File: config.mk
export PLATFORM = sky130hd
export DESIGN_NAME = pci_pm_capability_regs
export DESIGN_NICKNAME = d
export VERILOG_FILES = /design/src/logic/pm_cap_pkg.sv /design/src/logic/pci_pm_capability_regs.sv
export SDC_FILE = /design/constraint.sdc
export NUM_CORES = 1
export LEC_CHECK = 0
export BUFFER_PORTS_ARGS = -buffer_cell sky130_fd_sc_hd__buf_2
export CAP_MARGIN = 25
export CORE_UTILIZATION = 41
export DETAILED_ROUTE_END_ITERATION = 10
export PLACE_DENSITY = 0.75
export SYNTH_ARGS = -nofsm -noshare
export SYNTH_HDL_FRONTEND = slang
export SYNTH_SLANG_ARGS = --single-unit
File: constraint.sdc
create_clock -name clk_in -period 1.6 [get_ports clk_in]
set_clock_uncertainty 0.15 [all_clocks]
set_input_delay 0.16 -clock clk_in [delete_from_list [all_inputs] [get_ports clk_in]]
set_output_delay 0.16 -clock clk_in [all_outputs]
set_load 0.03 [all_outputs]
File: src/logic/pm_cap_pkg.sv
// Constants for the configuration-header tail and power-management capability.
// Assumes configuration accesses address whole dwords by index with byte enables.
package pm_cap_pkg;

  // ==========================================================================
  // Dword indices in configuration space
  // ==========================================================================
  localparam logic [5:0] IDX_CAP_PTR = 6'h0D;
  localparam logic [5:0] IDX_INT     = 6'h0F;
  localparam logic [5:0] IDX_PM_CAP  = 6'h37;
  localparam logic [5:0] IDX_POWER_CONTROL_STATUS   = 6'h38;

  // ==========================================================================
  // Fixed values
  // ==========================================================================
  localparam logic [7:0]  CAP_PTR_VAL  = 8'hDC;
  localparam logic [7:0]  INT_PIN_VAL  = 8'h01;
  localparam logic [7:0]  MIN_GNT_VAL  = 8'h08;
  localparam logic [7:0]  MAX_LAT_VAL  = 8'h18;
  localparam logic [7:0]  CAP_ID_VAL   = 8'h01;
  localparam logic [7:0]  NEXT_PTR_VAL = 8'h00;
  localparam logic [15:0] PMC_AUX      = 16'hFE21;
  localparam logic [15:0] PMC_NOAUX    = 16'h7E21;
  localparam logic [7:0]  INT_LINE_RST = 8'h00;

  // ==========================================================================
  // Control/status field positions and values
  // ==========================================================================
  localparam int         STS_BIT     = 15;
  localparam int         EN_BIT      = 8;
  localparam int         SEL_LO      = 9;
  localparam int         SEL_HI      = 12;
  localparam int         SCALE_LO    = 13;
  localparam int         SCALE_HI    = 14;
  localparam int         STATE_HI    = 1;
  localparam int         DATA_LO     = 24;
  localparam logic [1:0] SCALE_TBL   = 2'h2;
  localparam logic [1:0] SCALE_NONE  = 2'h0;
  localparam logic [3:0] SEL_LAST    = 4'h8;
  localparam logic [3:0] SEL_RST     = 4'h0;
  localparam logic [1:0] STATE_D0    = 2'h0;

  typedef enum {ST_RUN} rd_phase_e;

  // Hard-coded power figures in units of 10 mW; selects above seven read zero.
  function automatic logic [7:0] power_figure(input logic [3:0] sel);
    logic [7:0] v;
    v = 8'h00;
    unique case (sel)
      4'h0: v = 8'h3C;
      4'h1, 4'h2, 4'h3: v = 8'h2A;
      4'h4: v = 8'h3A;
      4'h5, 4'h6, 4'h7: v = 8'h28;
      default: v = 8'h00;
    endcase
    return v;
  endfunction

endpackage

File: src/logic/pci_pm_capability_regs.sv
// Configuration-header tail and power-management capability registers, with
// the open-drain wake pin. Assumes the host bridge presents one configuration
// read or write per cycle on the PCI clock; aux_power_in is an asynchronous strap.
`timescale 1ns/10ps
module pci_pm_capability_regs (
  input  wire logic        clk_in,
  input  wire logic        rstn_in,
  input  wire logic        cfg_rd_in,
  input  wire logic        cfg_wr_in,
  input  wire logic [5:0]  cfg_index_in,
  input  wire logic [3:0]  cfg_byte_en_in,
  input  wire logic [31:0] cfg_wdata_in,
  input  wire logic        wake_event_in,
  input  wire logic        aux_power_in,
  output logic [31:0]      cfg_rdata_out,
  output logic             cfg_rvalid_out,
  output logic [1:0]       power_state_out,
  output logic             driver_wake_clear_out,
  output logic             wake_pin_data_out,
  output logic             wake_pin_oe_out
);

  // ==========================================================================
  // Reset release and strap synchroniser
  // ==========================================================================
  logic [1:0] rst_pipe;
  logic       rst_n;
  logic       aux_meta;
  logic       aux_sync;

  always_ff @(posedge clk_in or negedge rstn_in)
  begin
    if (!rstn_in)
      rst_pipe <= 2'h0;
    else
      rst_pipe <= {rst_pipe[0], 1'b1};
  end
  assign rst_n = rst_pipe[1];

  // The strap may move at any time, so it is read only after two flops.
  always_ff @(posedge clk_in or negedge rst_n)
  begin
    if (!rst_n)
    begin
      aux_meta <= 1'b0;
      aux_sync <= 1'b0;
    end
    else
    begin
      aux_meta <= aux_power_in;
      aux_sync <= aux_meta;
    end
  end

  // ==========================================================================
  // Writable state
  // ==========================================================================
  logic [7:0] int_line;
  logic       wake_sts;
  logic       wake_en;
  logic [3:0] data_sel;
  logic [1:0] power_state;
  logic       drv_clr;
  logic       pin_oe;
  logic [7:0] next_int_line;
  logic       next_wake_sts;
  logic       next_wake_en;
  logic [3:0] next_data_sel;
  logic [1:0] next_power_state;
  logic       next_drv_clr;
  logic       next_pin_oe;
  logic       wr_int;
  logic       wr_csr_lo;
  logic       wr_csr_hi;
  logic       sts_clear;

  assign wr_int    = cfg_wr_in && (cfg_index_in == pm_cap_pkg::IDX_INT) && cfg_byte_en_in[0];
  assign wr_csr_lo = cfg_wr_in && (cfg_index_in == pm_cap_pkg::IDX_POWER_CONTROL_STATUS) && cfg_byte_en_in[0];
  assign wr_csr_hi = cfg_wr_in && (cfg_index_in == pm_cap_pkg::IDX_POWER_CONTROL_STATUS) && cfg_byte_en_in[1];
  assign sts_clear = wr_csr_hi && cfg_wdata_in[pm_cap_pkg::STS_BIT];

  always_comb
  begin
    next_int_line    = int_line;
    next_wake_en     = wake_en;
    next_data_sel    = data_sel;
    next_power_state = power_state;
    if (wr_int)
      next_int_line = cfg_wdata_in[7:0];
    if (wr_csr_lo)
      next_power_state = cfg_wdata_in[pm_cap_pkg::STATE_HI:0];
    if (wr_csr_hi)
    begin
      next_wake_en  = cfg_wdata_in[pm_cap_pkg::EN_BIT];
      next_data_sel = cfg_wdata_in[pm_cap_pkg::SEL_HI:pm_cap_pkg::SEL_LO];
    end
    // A wake event in the clearing cycle is kept: the set wins.
    next_wake_sts = wake_event_in || (wake_sts && !sts_clear);
    next_drv_clr  = sts_clear;
    // The pin follows the flag only while enabled; a clear drops it too.
    next_pin_oe   = next_wake_sts && next_wake_en;
  end

  always_ff @(posedge clk_in or negedge rst_n)
  begin
    if (!rst_n)
    begin
      int_line    <= pm_cap_pkg::INT_LINE_RST;
      wake_sts    <= 1'b0;
      wake_en     <= 1'b0;
      data_sel    <= pm_cap_pkg::SEL_RST;
      power_state <= pm_cap_pkg::STATE_D0;
      drv_clr     <= 1'b0;
      pin_oe      <= 1'b0;
    end
    else
    begin
      int_line    <= next_int_line;
      wake_sts    <= next_wake_sts;
      wake_en     <= next_wake_en;
      data_sel    <= next_data_sel;
      power_state <= next_power_state;
      drv_clr     <= next_drv_clr;
      pin_oe      <= next_pin_oe;
    end
  end

  // ==========================================================================
  // Read path
  // ==========================================================================
  logic [31:0] rdata;
  logic        rvalid;
  logic [31:0] next_rdata;
  logic        next_rvalid;
  logic [15:0] csr_word;
  logic [1:0]  data_scale;

  // Scale follows the select register, not the value written alongside it.
  assign data_scale = (data_sel <= pm_cap_pkg::SEL_LAST) ?
                      pm_cap_pkg::SCALE_TBL : pm_cap_pkg::SCALE_NONE;

  always_comb
  begin
    // Unlisted bits, reserved and dynamic-data, stay zero.
    csr_word = 16'h0000;
    csr_word[pm_cap_pkg::STS_BIT] = wake_sts;
    csr_word[pm_cap_pkg::SCALE_HI:pm_cap_pkg::SCALE_LO] = data_scale;
    csr_word[pm_cap_pkg::SEL_HI:pm_cap_pkg::SEL_LO] = data_sel;
    csr_word[pm_cap_pkg::EN_BIT] = wake_en;
    csr_word[pm_cap_pkg::STATE_HI:0] = power_state;
  end

  // Only the stored fields above are written; constants cannot be overwritten.
  always_comb
  begin
    next_rvalid = cfg_rd_in;
    next_rdata  = 32'h0000_0000;
    if (cfg_rd_in)
    begin
      unique case (cfg_index_in)
        pm_cap_pkg::IDX_CAP_PTR:
          next_rdata = {24'h00_0000, pm_cap_pkg::CAP_PTR_VAL};
        pm_cap_pkg::IDX_INT:
          next_rdata = {pm_cap_pkg::MAX_LAT_VAL, pm_cap_pkg::MIN_GNT_VAL,
                        pm_cap_pkg::INT_PIN_VAL, int_line};
        pm_cap_pkg::IDX_PM_CAP:
          // Wake support, D1/D2, aux current, init, version sit in this word.
          next_rdata = {(aux_sync ? pm_cap_pkg::PMC_AUX : pm_cap_pkg::PMC_NOAUX),
                        pm_cap_pkg::NEXT_PTR_VAL,
                        pm_cap_pkg::CAP_ID_VAL};
        pm_cap_pkg::IDX_POWER_CONTROL_STATUS:
          next_rdata = {pm_cap_pkg::power_figure(data_sel), 8'h00, csr_word};
        default:
          next_rdata = 32'h0000_0000;
      endcase
    end
  end

  always_ff @(posedge clk_in or negedge rst_n)
  begin
    if (!rst_n)
    begin
      rdata  <= 32'h0000_0000;
      rvalid <= 1'b0;
    end
    else
    begin
      rdata  <= next_rdata;
      rvalid <= next_rvalid;
    end
  end

  // ==========================================================================
  // Outputs
  // ==========================================================================
  assign cfg_rdata_out         = rdata;
  assign cfg_rvalid_out        = rvalid;
  assign power_state_out       = power_state;
  assign driver_wake_clear_out = drv_clr;
  // Open-drain: the pin is only ever pulled low, never driven high.
  assign wake_pin_data_out     = 1'b0;
  assign wake_pin_oe_out       = pin_oe;
endmodule

Word level (Yosys, flattened, before mapping) --
Memories as Yosys holds them, arrays and structs flattened. Index checks and enable logic that the tools add are counted. W data, S select, Z words.
Storage, ports and cells: logic and storage cells 34, memory bits (read-only) 24, input port bits 48, output and inout port bits 38, memories kept 1, register bits 55
Memory list:
- (no name shown) | depth 8, bits a word 3, read ports 1, clocked after memory_dff 0, wr ports 0, RTL line pm_cap_pkg.sv:49 | unique case (sel)
Cells by class: multiplexer cells 6, reductions and logical operators 10, eq/ne operators 4, $lt $le $gt $ge 1
Operator list (number):
- $pmux W32 S4 | 1
- $mux W32 | 1
- $mux W16 | 1
- $eq A6 B4 Y1 const B | 2
- $eq A6 B6 Y1 const B | 2
- $logic_and A1 B1 Y1 | 8
- $mux W8 | 1
- $le A4 B4 Y1 const B | 1
- $mux W2 | 1
- $logic_not A1 Y1 | 1
- $logic_or A1 B1 Y1 | 1
- $mux W1 | 1

Depth between registers and ports, before layout --
depth in word-level cells 8, gate-level depth with buffers 5, mapped depth without buffers 4

Least setup slack after synthesis --
No wires, ideal clock.
path type in2reg, from input port cfg_index_in[1], to register pin_oe, in the netlist wake_pin_oe_out, library setup time 0.120 ns, slack -0.148 ns, cell stages on the path 4, data arrival time 1.477 ns, data required time 1.330 ns, path buffers 0, cells stage by stage or4b_4 nor3_4 mux2_1 a21boi_1
Between the ends: elaborated cells between the ends (all ways) 9, those cells by class eq/ne (1); mux (1); reduce/logical (7)
RTL lines:
- start, declared | RTL line pci_pm_capability_regs.sv:10 | input wire logic [5:0] cfg_index_in,
- $eq A6 B6 Y1 | RTL line pci_pm_capability_regs.sv:79 | assign wr_csr_hi = cfg_wr_in && (cfg_index_in == pm_cap_pkg::IDX_POWER_CONTROL_STATUS) && cfg_byte_en_in[1];
- $logic_and A1 B1 Y1 (2 in series) | RTL line pci_pm_capability_regs.sv:79
- $mux W1 | RTL line pci_pm_capability_regs.sv:92 | if (wr_csr_hi)
- via next_wake_en | RTL line pci_pm_capability_regs.sv:67 | logic next_wake_en;
- $logic_and A1 B1 Y1 | RTL line pci_pm_capability_regs.sv:101 | next_pin_oe = next_wake_sts && next_wake_en;
- via next_pin_oe | RTL line pci_pm_capability_regs.sv:71 | logic next_pin_oe;
- end signal, assigned | RTL line pci_pm_capability_regs.sv:124 | pin_oe <= next_pin_oe;
- end, declared | RTL line pci_pm_capability_regs.sv:64 | logic pin_oe;
The timed path passes the listed nets, and every way through them passes these cells. A chain may end at the register's enable or synchronous reset.

Worst setup path in the final report --
from input port cfg_index_in[2], to register rdata[28], in the netlist cfg_rdata_out[28]
Between the ends: longest elaborated chain between the ends 3, elaborated cells between the ends (all ways) 6, those cells by class eq/ne (4); mux (2)
Ends and longest elaborated chain:
- $eq A6 B6 Y1 / $eq A6 B4 Y1 (equally long branches) | RTL line pci_pm_capability_regs.sv:160 | unique case (cfg_index_in)
- $pmux W32 S4 * | RTL line pci_pm_capability_regs.sv:160
- $mux W32 * | RTL line pci_pm_capability_regs.sv:158 | if (cfg_rd_in)
- via next_rdata[28] | RTL line pci_pm_capability_regs.sv:133 | logic [31:0] next_rdata;
- end signal, assigned | RTL line pci_pm_capability_regs.sv:188 | rdata <= next_rdata;
- end, declared | RTL line pci_pm_capability_regs.sv:131 | logic [31:0] rdata;
The timed path passes the listed nets; every way through them passes the cells marked *.

==> results_tabular.tex <==
\begin{tabular}{lr}
\hline
Metric & Value \\
\hline
\multicolumn{2}{l}{\textbf{Drt}} \\
\# DRC & 0 \\
Final routed wirelength across all metal layers & around 3300 µm \\
Number of routed nets with antenna violations & 0 \\
Vias & between 1000 and 1500 \\
DR WL/cell & 12.1 µm \\
Violation count after the first detailed-routing iteration & between 60 and 70 \\
Pre-Repair DR Iteration Count & 4 \\
Routed via count divided by cell count & between 4 and 5 \\
\multicolumn{2}{l}{\textbf{Place}} \\
Post-DP HPWL & between 2000 and 2500 µm \\
Final RePlAce weighted congestion & 0.753 \\
Number of buffers inserted by port buffering & 57 \\
Placement-stage worst setup slack & -0.272 ns \\
\multicolumn{2}{l}{\textbf{STA}} \\
Total Neg Setup Slack & -0.00886 ns \\
Final-report hold violation count & 0 \\
Final worst-path cycle share & 1.01 \\
PnR worst setup slack & -0.00886 ns \\
Worst-Margin Slew & about 0.63 ns \\
Max-slew violation total from the final report & 0 \\
Shortest period the worst path allows & 1.61 ns \\
Achievable Freq & roughly 620 MHz \\
Slew margin rel. & 0.579 \\
Total setup violations reported at the end of the flow & 1 \\
\multicolumn{2}{l}{\textbf{Clocking}} \\
Clock transition at path regs & approximately 0.08 ns \\
Count of buffers added by post-CTS timing repair for setup & 0 \\
Maximum buffer depth of the clock tree & 2 \\
Cell at the root of the clock tree & sky130\_fd\_sc\_hd\_\_clkbuf\_8 \\
Number of H-tree branching levels & 2 \\
Clock latency on the worst-skew pair & 0.29 ns \\
CTS tree & yes \\
\# clock sinks & 46 \\
Cts bufs inserted & 5 \\
\multicolumn{2}{l}{\textbf{Yosys}} \\
Combined area of all synthesized cells & approximately 0.0018 mm² \\
Area share of the leading cell type in the synthesized netlist & 0.648 \\
EDFF count, synth & 0 \\
Netlist cell types & 30 \\
Register bit total from synthesis & 46 \\
Largest area contributor in the synthesized netlist & sky130\_fd\_sc\_hd\_\_dfrtp\_1 \\
Most instantiated library cell after synthesis & sky130\_fd\_sc\_hd\_\_dfrtp\_1 \\
Leading post-synthesis cells by cell area & sky130\_fd\_sc\_hd\_\_dfrtp\_1, sky130\_fd\_sc\_hd\_\_mux2\_2, sky130\_fd\_sc\_hd\_\_buf\_4, sky130\_fd\_sc\_hd\_\_a21oi\_1, sky130\_fd\_sc\_hd\_\_and3\_1 \\
Synthesized instance count & 135 \\
Async set-or-reset flop fraction in the synthesized netlist & 1.00 \\
Synth cell count leaders & sky130\_fd\_sc\_hd\_\_dfrtp\_1, sky130\_fd\_sc\_hd\_\_mux2\_2, sky130\_fd\_sc\_hd\_\_a21oi\_1 \\
Mean Syn Cell Area & 13.2 µm² \\
Synthesis warning total & 0 \\
Sequential share of the synthesized area & 0.648 \\
Predominant post-synthesis flop cell & sky130\_fd\_sc\_hd\_\_dfrtp\_1 \\
\multicolumn{2}{l}{\textbf{Floorplan}} \\
Number of placed I/O pins & 86 \\
Core outline area & roughly 0.0041 mm² \\
Floorplan die area & between 0.004 and 0.005 mm² \\
Initial Utilization & 0.434 \\
Standard-cell rows & 23 \\
Chip Height & roughly 68 µm \\
Horizontal die dimension & approximately 68 µm \\
\multicolumn{2}{l}{\textbf{Global routing}} \\
Total global routing track utilization & 0.158 \\
GR met1 Demand/Resource & 0.217 \\
Global-route met2 utilization & 0.233 \\
Pin count of the biggest net entering global routing & 45 \\
Number of global-route vias before repair & between 1000 and 1500 \\
Met3 routing resource usage after global routing & 0.0456 \\
Overflow after GRT & 0 \\
Wire length of the first global-routing pass & 5260 µm \\
Most used routing layer in global routing & met2 \\
Initial antenna violation count & 0 \\
\multicolumn{2}{l}{\textbf{Worst hold path}} \\
Worst Hold Class & input port to async pin \\
\multicolumn{2}{l}{\textbf{Cells and area}} \\
Number of filler instances in the final layout & approximately 340 \\
Area occupied by multi-input gates & $\sim$550 µm² \\
Inserted Diodes & 0 \\
Share of layout cells above drive strength 1 & 0.435 \\
Synthesis-to-finish area growth & 37.6\% \\
Nets & 271 \\
Storage cell area & 0.00115 mm² \\
\multicolumn{2}{l}{\textbf{Worst setup path}} \\
Category of the critical setup timing path & input port to flip-flop \\
Register-to-Register Path Depth & 3 \\
Launch instance of the worst register-to-register path & data\_sel[3] \\
Critical Path Sink & cfg\_rdata\_out[28] \\
Worst reg2reg endpoint & cfg\_rdata\_out[28] \\
Arrival time at the worst endpoint & 1.67 ns \\
Maximum fanout along the worst path & 4 \\
CP startpoint kind & input port \\
Launching element of the worst setup path & cfg\_index\_in[2] \\
R2R setup slack & between 0.1 and 0.15 ns \\
Sort of element at the end of the critical path & flip-flop \\
Worst path required time & roughly 1.7 ns \\
\multicolumn{2}{l}{\textbf{Pwr}} \\
Total power density per cell area & between 800 and 900 mW/mm² \\
Peak supply drop & $\sim$0.00036 V \\
Design Power & about 2100 µW \\
Leakage power & 0.00133 µW \\
\multicolumn{2}{l}{\textbf{Job}} \\
MaxCap Viol Count & 0 \\
\multicolumn{2}{l}{\textbf{Status}} \\
Violations in the final reports & negative setup slack \\
Outcome & finished with violations \\
\hline
\end{tabular}
## cells in the final DEF, fill, tap and decap left out, drive strengths merged
master	instances
nor3	2
a21boi	1
a22oi	1
a21oi	11
or4b	1
o21ai	1
dfrtp	46
o31ai	1
a31oi	1
clkbuf	7
o21a	2
dlygate4sd3	18
nor2	4
nand2	6
conb	9
nor2b	1
or3	3
and3	8
a32oi	1
nor4b	2
nand3	1
and4	1
mux2	15
and2	3
buf	70
inv	6
a21bo	1
## state kept, by name (all words and copies together), names as in the netlist
register / flops
wake_en: 1
int_line: 8
power_state_out: 2
wake_pin_oe_out: 1
aux_sync: 1
rst_pipe: 2
cfg_rvalid_out: 1
driver_wake_clear_out: 1
aux_meta: 1
data_sel: 4
cfg_rdata_out: 23
wake_sts: 1
## report_power, final
part | leakage [µW] | switching, µW | internal, µW
Clock | 0.0000383 | 335 | 301
Sequential | 0.000619 | 22.7 | 1200
Combinational | 0.000671 | 130 | 112
Total | 0.00133 | 487 | 1620
## critical path, stage by stage
cell and delay, ns:
sky130_fd_sc_hd__buf_2 0.11, sky130_fd_sc_hd__or4b_4 0.57, sky130_fd_sc_hd__or3_4 0.35, sky130_fd_sc_hd__or3_1 0.34, sky130_fd_sc_hd__a21oi_2 0.15
## what timing repair did
action                     CTS  global route
gates resized for setup      0             1
hold buffers                18             0
hold endpoints to repair    22             0
setup endpoints to repair    0             1
## logic make-up (layout without fill, tap and decap cells)
group / count (synthesis) / count (layout) / synth area share
AOI/OAI and AO/OA: 20 / 20 / 0.0691
muxes: 15 / 15 / 0.0951
other: 2 / 9 / 0.00423
buffers and inverters: 20 / 101 / 0.0648
and+or+nand+nor: 32 / 32 / 0.118
DFF: 46 / 46 / 0.648
## worst min path at each step
stage            start          end  slack [ns]  cells after the start
2_1_floorplan  rstn_in  rst_pipe[0]       -0.29                      0
3_3_place_gp   rstn_in  rst_pipe[0]       -0.21                      1
4_1_cts        rstn_in  rst_pipe[1]        0.02                      2
3_5_place_dp   rstn_in  rst_pipe[0]       -0.20                      1
6_report       rstn_in  rst_pipe[1]        0.02                      2
5_1_grt        rstn_in  rst_pipe[1]        0.02                      2
## through the flow
| step | util | hold slack [ns] | std cells | instance area [µm²] |
|---|---|---|---|---|
| after global placement | 0.534 | -0.205 | 248 | 2180 |
| after CTS | 0.597 | 0.0162 | 273 | 2440 |
| after detailed placement | 0.534 | -0.202 | 248 | 2180 |
| after global routing | 0.598 | 0.0178 | 273 | 2440 |
| final | 0.598 | 0.0199 | 273 | 2440 |
| after floorplan | - | -0.286 | 142 | 1820 |
## final cells by class
class / count / area share
Inverter: 6 / 0.00922
Sequential cell: 46 / 0.472
Clock buffer: 7 / 0.0313
Timing Repair Buffer: 88 / 0.236
Multi-Input combinational cell: 76 / 0.226
Tap cell: 50 / 0.0256
## routing by layer
metal,vias up,part of all wire
li1,613,-
met1,601,0.45
met2,51,0.47
met3,5,0.074
met4,0,0.014
met5,-,0
Power figures use the tool's default switching activity.
